===== config.mk =====
export PLATFORM = sky130hd
export DESIGN_NAME = csm_top
export DESIGN_NICKNAME = d
export VERILOG_FILES = /design/src/inc/csm_pkg.sv /design/src/hdl/csm_top.sv
export VERILOG_INCLUDE_DIRS = /design/src /design/src/inc
export SDC_FILE = /design/constraint.sdc
export NUM_CORES = 1
export LEC_CHECK = 0
export BUFFER_PORTS_ARGS = -buffer_cell sky130_fd_sc_hd__buf_2
export CORE_MARGIN = 8
export CORE_UTILIZATION = 60
export DETAILED_ROUTE_END_ITERATION = 8
export GPL_ROUTABILITY_DRIVEN = 0
export PLACE_DENSITY = 0.78
export RECOVER_POWER = 50
export SYNTH_ARGS = -nofsm -noshare
export SYNTH_HDL_FRONTEND = slang
export SYNTH_SLANG_ARGS = --single-unit

===== constraint.sdc =====
create_clock -name clock -period 3.7 [get_ports clock]
set_input_delay 0.74 -clock clock [delete_from_list [all_inputs] [get_ports clock]]
set_output_delay 0.74 -clock clock [all_outputs]
set_load 0.02 [all_outputs]

===== src/inc/csm_params.svh =====
// Register indices, field positions, reset values and counts for the CAS signaling monitor
`ifndef CSM_PARAMS_SVH
`define CSM_PARAMS_SVH
`define CSM_IDX_TX_SEL   8'h14
`define CSM_IDX_RX_SEL   8'h15
`define CSM_IDX_TX_MON   8'h22
`define CSM_IDX_RX_MON   8'h2a
`define CSM_IDX_SIG_LO   8'h30
`define CSM_IDX_SIG_HI   8'h3f
`define CSM_IDX_SIG_CTRL 8'h40
`define CSM_SEL_MSB      4
`define CSM_BIT_RMT_LOOP 7
`define CSM_BIT_LOC_LOOP 6
`define CSM_BIT_AIS      5
`define CSM_BIT_LINE_RST 7
`define CSM_BIT_ES_ALIGN 6
`define CSM_BIT_ES_RST   5
`define CSM_BIT_RDBK     5
`define CSM_BIT_INS      3
`define CSM_SIG_SLOT     5'd16
`define CSM_NUM_SIG      16
`define CSM_SIG_BITS     128
`define CSM_LAST_BIT     3'h7
`define CSM_BYTE_RST     8'h00
`define CSM_CNT_RST      8'hff
`define CSM_FRM_RST      4'hf
`endif


===== src/inc/csm_pkg.sv =====
// Types for the CAS signaling monitor
package csm_pkg;
    `include "csm_params.svh"

    typedef logic [7:0] csm_byte_t;
    typedef logic [`CSM_NUM_SIG-1:0][7:0] csm_bank_t;

    typedef struct packed {
        csm_byte_t                 txSel;
        csm_byte_t                 rxSel;
        csm_byte_t                 sigCtrl;
        csm_bank_t                 txSig;
        csm_bank_t                 rxSig;
        csm_bank_t                 rxShadow;
        logic [`CSM_SIG_BITS-1:0]  txShift;
        csm_byte_t                 txBitCnt;
        logic [3:0]                txFrm;
        csm_byte_t                 rxBitCnt;
        logic [3:0]                rxFrm;
        csm_byte_t                 rxByte;
        logic [6:0]                txMonShift;
        logic [6:0]                rxMonShift;
        csm_byte_t                 txMon;
        csm_byte_t                 rxMon;
        logic                      txOut;
        logic                      txOutEn;
        logic [31:0]               prdata;
        logic                      pslverr;
    } csm_state_t;
endpackage


===== src/hdl/csm_top.sv =====
// CAS signaling register bank and per-direction channel monitor with APB access
//
// Contract
// - First register low nibble holds alarm bits.
// - Sixteen signaling registers at consecutive addresses.
// - Register n+1 holds channels n and n+15.
// - Monitor one transmit and one receive channel.
// - Transmit select is bits 4:0 of select register.
// - Receive select is bits 4:0 of select register.
// - Transmit monitor byte readable at its address.
// - Receive monitor byte readable at its address.
// - Transmit monitor bit 7 is first sent.
// - Receive monitor bit 7 is first received.
// - Loopback and AIS bits stored, used outside.
// - Line reset and elastic bits stored, used outside.
// - Reads give receive data unless readback set.
// - Receive signaling loaded on multiframe boundaries.
// - Insert enable shifts buffer into slot 16.
`timescale 1ns/1ps
`include "csm_params.svh"
module csm_top
    import csm_pkg::*;
#(
    parameter int ADDR_W = 10
) (
    // Clock and reset
    input  wire logic              clock,
    input  wire logic              rst_n,
    // APB slave
    input  wire logic              psel,
    input  wire logic              penable,
    input  wire logic              pwrite,
    input  wire logic [ADDR_W-1:0] paddr,
    input  wire logic [31:0]       pwdata,
    input  wire logic [3:0]        pstrb,
    output logic [31:0]            prdata,
    output logic                   pready,
    output logic                   pslverr,
    // Transmit stream in, one bit per enable
    input  wire logic              txBitEn,
    input  wire logic              txBitIn,
    input  wire logic              txFrameSync,
    input  wire logic              txMfSync,
    // Transmit stream out, after signaling insertion
    output logic                   txBitOut,
    output logic                   txBitOutEn,
    // Receive stream in, one bit per enable
    input  wire logic              rxBitEn,
    input  wire logic              rxBitIn,
    input  wire logic              rxFrameSync,
    input  wire logic              rxMfSync,
    // Control levels for neighbouring blocks
    output logic                   remoteLoopbackCtrl,
    output logic                   localLoopbackCtrl,
    output logic                   lineAisGenEnable,
    output logic                   lineInterfaceResetCtrl,
    output logic                   rxElasticAlign,
    output logic                   rxElasticReset
);

    csm_state_t st;
    csm_state_t next_st;

    // Bus decode terms
    logic [7:0] regIdx;
    logic       setupPhase;
    logic       writeHit;
    logic [3:0] sigSlot;
    logic       isSig;

    // Stream position terms
    logic [7:0] txPos;
    logic [3:0] txFrmNow;
    logic [7:0] rxPos;
    logic [3:0] rxFrmNow;
    logic       txIsSigSlot;
    logic       rxIsSigSlot;
    logic       txLineBit;

    // Register index is the word address
    assign regIdx     = 8'(paddr[ADDR_W-1:2]);
    assign setupPhase = psel && !penable;
    assign writeHit   = psel && penable && pwrite && pstrb[0];
    assign isSig      = (regIdx >= `CSM_IDX_SIG_LO) && (regIdx <= `CSM_IDX_SIG_HI);
    assign sigSlot    = 4'(regIdx - `CSM_IDX_SIG_LO);

    // Zero wait state slave
    assign pready  = 1'b1;
    assign prdata  = st.prdata;
    assign pslverr = st.pslverr;

    // Bit position of the bit carried in this enable
    assign txPos    = txFrameSync ? 8'h00 : 8'(st.txBitCnt + 8'h01);
    assign rxPos    = rxFrameSync ? 8'h00 : 8'(st.rxBitCnt + 8'h01);
    assign txFrmNow = txMfSync ? 4'h0 : (txFrameSync ? 4'(st.txFrm + 4'h1) : st.txFrm);
    assign rxFrmNow = rxMfSync ? 4'h0 : (rxFrameSync ? 4'(st.rxFrm + 4'h1) : st.rxFrm);
    assign txIsSigSlot = (txPos[7:3] == `CSM_SIG_SLOT);
    assign rxIsSigSlot = (rxPos[7:3] == `CSM_SIG_SLOT);

    // Bit actually sent to the line, slot 16 replaced when inserting
    assign txLineBit = (txIsSigSlot && st.sigCtrl[`CSM_BIT_INS])
                       ? st.txShift[`CSM_SIG_BITS-1] : txBitIn;

    // Control bits handed to neighbouring logic
    assign remoteLoopbackCtrl     = st.txSel[`CSM_BIT_RMT_LOOP];
    assign localLoopbackCtrl      = st.txSel[`CSM_BIT_LOC_LOOP];
    assign lineAisGenEnable       = st.txSel[`CSM_BIT_AIS];
    assign lineInterfaceResetCtrl = st.rxSel[`CSM_BIT_LINE_RST];
    assign rxElasticAlign         = st.rxSel[`CSM_BIT_ES_ALIGN];
    assign rxElasticReset         = st.rxSel[`CSM_BIT_ES_RST];

    // Stream outputs come straight from state
    assign txBitOut   = st.txOut;
    assign txBitOutEn = st.txOutEn;

    // Next state of the whole block
    always_comb begin
        next_st = st;
        next_st.txOutEn = 1'b0;

        // Read data captured in the setup phase, held through access
        if (setupPhase) begin
            next_st.prdata  = 32'h0000_0000;
            next_st.pslverr = 1'b0;
            if (isSig) begin
                if (st.sigCtrl[`CSM_BIT_RDBK]) begin
                    next_st.prdata[7:0] = st.txSig[sigSlot];
                end else begin
                    next_st.prdata[7:0] = st.rxSig[sigSlot];
                end
            end else begin
                case (regIdx)
                    `CSM_IDX_TX_SEL:   next_st.prdata[7:0] = st.txSel;
                    `CSM_IDX_RX_SEL:   next_st.prdata[7:0] = st.rxSel;
                    `CSM_IDX_TX_MON:   next_st.prdata[7:0] = st.txMon;
                    `CSM_IDX_RX_MON:   next_st.prdata[7:0] = st.rxMon;
                    `CSM_IDX_SIG_CTRL: next_st.prdata[7:0] = st.sigCtrl;
                    default:           next_st.pslverr = 1'b1;
                endcase
            end
        end

        // Register writes take effect in the access phase
        if (writeHit) begin
            if (isSig) begin
                next_st.txSig[sigSlot] = pwdata[7:0];
            end else begin
                case (regIdx)
                    `CSM_IDX_TX_SEL:   next_st.txSel = pwdata[7:0];
                    `CSM_IDX_RX_SEL:   next_st.rxSel = pwdata[7:0];
                    `CSM_IDX_SIG_CTRL: next_st.sigCtrl = pwdata[7:0];
                    default:           next_st.sigCtrl = st.sigCtrl;
                endcase
            end
        end

        // Transmit side: position, insertion and monitor
        if (txBitEn) begin
            next_st.txBitCnt = txPos;
            next_st.txFrm    = txFrmNow;
            next_st.txOut    = txLineBit;
            next_st.txOutEn  = 1'b1;
            // Multiframe boundary loads the whole buffer, first register leading
            if (txMfSync) begin
                for (int i = 0; i < `CSM_NUM_SIG; i++) begin
                    next_st.txShift[`CSM_SIG_BITS-1-8*i -: 8] = st.txSig[i];
                end
            end else if (txIsSigSlot) begin
                next_st.txShift = {st.txShift[`CSM_SIG_BITS-2:0], 1'b0};
            end
            // Collect the outgoing byte, first bit ends in bit 7
            next_st.txMonShift = {st.txMonShift[5:0], txLineBit};
            if (txPos[2:0] == `CSM_LAST_BIT &&
                txPos[7:3] == st.txSel[`CSM_SEL_MSB:0]) begin
                next_st.txMon = {st.txMonShift, txLineBit};
            end
        end

        // Receive side: position, slot 16 capture and monitor
        if (rxBitEn) begin
            next_st.rxBitCnt = rxPos;
            next_st.rxFrm    = rxFrmNow;
            // Completed multiframe becomes visible to the host
            if (rxMfSync) begin
                next_st.rxSig = st.rxShadow;
            end
            if (rxIsSigSlot) begin
                next_st.rxByte = {st.rxByte[6:0], rxBitIn};
                if (rxPos[2:0] == `CSM_LAST_BIT) begin
                    next_st.rxShadow[rxFrmNow] = {st.rxByte[6:0], rxBitIn};
                end
            end
            // Collect the incoming byte, first bit ends in bit 7
            next_st.rxMonShift = {st.rxMonShift[5:0], rxBitIn};
            if (rxPos[2:0] == `CSM_LAST_BIT &&
                rxPos[7:3] == st.rxSel[`CSM_SEL_MSB:0]) begin
                next_st.rxMon = {st.rxMonShift, rxBitIn};
            end
        end
    end

    // State register
    always_ff @(posedge clock or negedge rst_n) begin
        if (!rst_n) begin
            st.txSel      <= `CSM_BYTE_RST;
            st.rxSel      <= `CSM_BYTE_RST;
            st.sigCtrl    <= `CSM_BYTE_RST;
            st.txSig      <= '0;
            st.rxSig      <= '0;
            st.rxShadow   <= '0;
            st.txShift    <= '0;
            st.txBitCnt   <= `CSM_CNT_RST;
            st.txFrm      <= `CSM_FRM_RST;
            st.rxBitCnt   <= `CSM_CNT_RST;
            st.rxFrm      <= `CSM_FRM_RST;
            st.rxByte     <= `CSM_BYTE_RST;
            st.txMonShift <= 7'h00;
            st.rxMonShift <= 7'h00;
            st.txMon      <= `CSM_BYTE_RST;
            st.rxMon      <= `CSM_BYTE_RST;
            st.txOut      <= 1'b0;
            st.txOutEn    <= 1'b0;
            st.prdata     <= 32'h0000_0000;
            st.pslverr    <= 1'b0;
        end else begin
            st <= next_st;
        end
    end

endmodule


==> run summary <==
maxcap violations - 1
DR iter-0 viols - 1875
path type of the worst min-delay path - primary input to flop
Clk Latency, worst-skew pair - 0.62 ns
Yosys reg bits - 603
synth top area cells - dfrtp_1, mux2_2, mux4_2, o22ai_1, a21oi_1
Net count, final - 2071
vias - 17790
Placement Cell Area - 27890 um^2
Die X - 228.0 um
design area - 29760 um^2
Pre-antenna DRT Iters - 5
largest net degree at the start of global routing - 129
Initial Util - 60.87%
placed cells - 2540
crit path max-delay cell type - a2111oi_4
Period Utilization, post-route - 93.47%
asr flop ratio synth - 100.0%
via/cell ratio - 6.740
Pleak - 13.75 nW
setup TNS - 0 ns
most common cell after layout, fill and taps aside - dfrtp_1
ant diodes - 0
initial antenna violation count - 0
Synth cell types - 72
Post-Place Worst Slack - 0.2480 ns
H-tree depth - 2
CTS tree - built
Post-Route WL - 65250 um
CP Class - flop to flop
GRT overflow - 0
synthesized instance count - 2009
row count - 77
Post-synth EDFFs - 0
Layout area overhead - 10.31%
Remaining DRCs - 0
ys flop type - dfrtp_1
number of synthesis warnings - 0
Yosys top cell area share - 54.08%
Fin. Hold Viols - 0
delay-heaviest family, CP - simple AND/OR/NAND/NOR gates
Power Density - 501.1 nW/um^2
DPL Wire Length - 40770 um
most frequent cells in the layout - dfrtp_1, mux2_2, o22ai_1, a21oi_1, mux4_2
Tmin final - 3.458 ns
Num CTS Buffers - 59
fin util - 67.15%
Core Footprint - 44320 um^2
run status - finished with violations
root buffer cell - clkbuf_16
setup repair bufs after CTS - 0
layout cells sized above 1 - 37.18%
Slew Limit Headroom - -65.16%
RSZ-0062 raised after global routing - no
Post-Syn Area - 26980 um^2
required time of the critical path - 4.20 ns
I/O pins - 101
Setup violations, final - 0
Final ANT Viol Nets - 0
post-route worst setup slack - 0.2418 ns
max-slew violations - 84
Worst-Margin Slew - 2.477 ns
CP arrival - 3.96 ns
synthesized area per cell - 13.43 um^2
WP buf/inv - 0
Crit. End Element - flop
area leader, netlist - dfrtp_1
CTS sink cnt - 603
Total Routing Usage GR - 24.85%
worst-path maximum fanout - 10
clock slew at reported path FFs - 0.07 ns
failing checks - max-capacitance violations, max-slew violations
hold-fix buffers at CTS - 0
slowest stage delay, CP - 0.71 ns
die area - 52000 um^2
Worst Clk Skew - 0.02198 ns
routed wire length per instance - 24.72 um
critical path, cell by cell - nand2_1 -> or4_4 -> a2111oi_4 -> nand3_1 -> nor2_2 -> mux2_2
post-cts sizing count - 0
first-pass GRT wire length - 104700 um
maximum vdd drop - 421.2 uV
Setup crit start kind - flop
clk buf depth - 3
Final Non-Filler Cells - 2639
register area share after synthesis - 56.03%
chip height - 228.0 um
Max Clk Rate - 0.2892 GHz
Port Buf Inserts - 46
number of global-route vias before repair - 18180
## stage by stage
stage          power, mW  hold WS (ns)
2_1_floorplan      8.420        0.4444
3_3_place_gp       8.879        0.4815
3_5_place_dp       8.973        0.4878
4_1_cts            14.97        0.1654
5_1_grt            15.42        0.4056
6_report           14.91        0.4252
## kinds of logic after synthesis
kind of cell | Yosys count | share of synthesized area (%)
AND/OR/NAND/NOR | 188 | 3.752
other | 2 | 0.02784
flip-flops | 603 | 56.03
buffers and inverters | 197 | 3.209
AO/OA/AOI/OAI | 463 | 10.55
adder cells (fa/ha/maj) | 3 | 0.1392
multiplexers | 540 | 25.87
XOR/XNOR | 13 | 0.4221
## cell usage after synthesis (all sizes together) (5+ instances only)
| cell | number |
|---|---|
| xnor2 | 12 |
| a31oi | 10 |
| nand2b | 8 |
| buf | 57 |
| a21oi | 136 |
| nand3 | 19 |
| o22ai | 259 |
| nor3b | 5 |
| dfstp | 20 |
| nor2b | 9 |
| nand2 | 44 |
| o21ai | 12 |
| nor3 | 15 |
| mux2 | 458 |
| or3 | 6 |
| a221o | 8 |
| dfrtp | 583 |
| clkbuf | 129 |
| and3 | 6 |
| a221oi | 8 |
| nand4 | 7 |
| inv | 10 |
| nor2 | 48 |
| mux4 | 80 |
## sequential cells by signal, summed over array words and instances, names as in the netlist
register / count
localLoopbackCtrl: 1
txBitOutEn: 1
pslverr: 1
rxElasticReset: 1
prdata: 8
rxElasticAlign: 1
remoteLoopbackCtrl: 1
st: 587
lineInterfaceResetCtrl: 1
lineAisGenEnable: 1
## where the power goes
group	internal (mW)	switching (mW)	total (mW)	leakage (nW)
Clock	3.53	2.50	6.03	0.945
Combinational	0.613	0.810	1.42	4.72
Sequential	7.00	0.465	7.46	8.09
## layer usage
metal	global-route usage [%]	share of wire [%]	vias up
li1	-	-	7586
met1	34.26	42	9339
met2	39.31	48	706
met3	4.815	6.9	156
met4	8.943	3.5	0
met5	0	0	-
## final timing paths
check | cells after the start | from | slack, ns | end
setup / recovery | 6 | st[77] | 0.24 | st[333]
hold / removal | 3 | txBitIn | 0.43 | st[43]
setup reg to reg | 6 | st[77] | 0.24 | st[333]
hold reg to reg | 1 | st[438] | 0.50 | st[438]
max in group asynchronous | 2 | rst_n | 0.67 | rxElasticAlign
min in group asynchronous | 1 | rst_n | 0.86 | st[512]
## final cells by class
type | instances | area [um^2]
fill | 3013 | 14560
clock buffer | 83 | 1708
clock inverter | 16 | 227.7
tap | 592 | 740.7
multi-input combinational | 1232 | 11110
timing repair buffer | 102 | 812.0
sequential | 603 | 15110
inverter | 11 | 42.54
## worst reg2reg max path, stage by stage, from the launching register on
cell and delay (ns):
dfstp_2 0.58, nand2_1 0.14, or4_4 0.57, a2111oi_4 0.71, nand3_1 0.36, nor2_2 0.56, mux2_2 0.42
No activity file was read; power rests on OpenSTA's default activity.
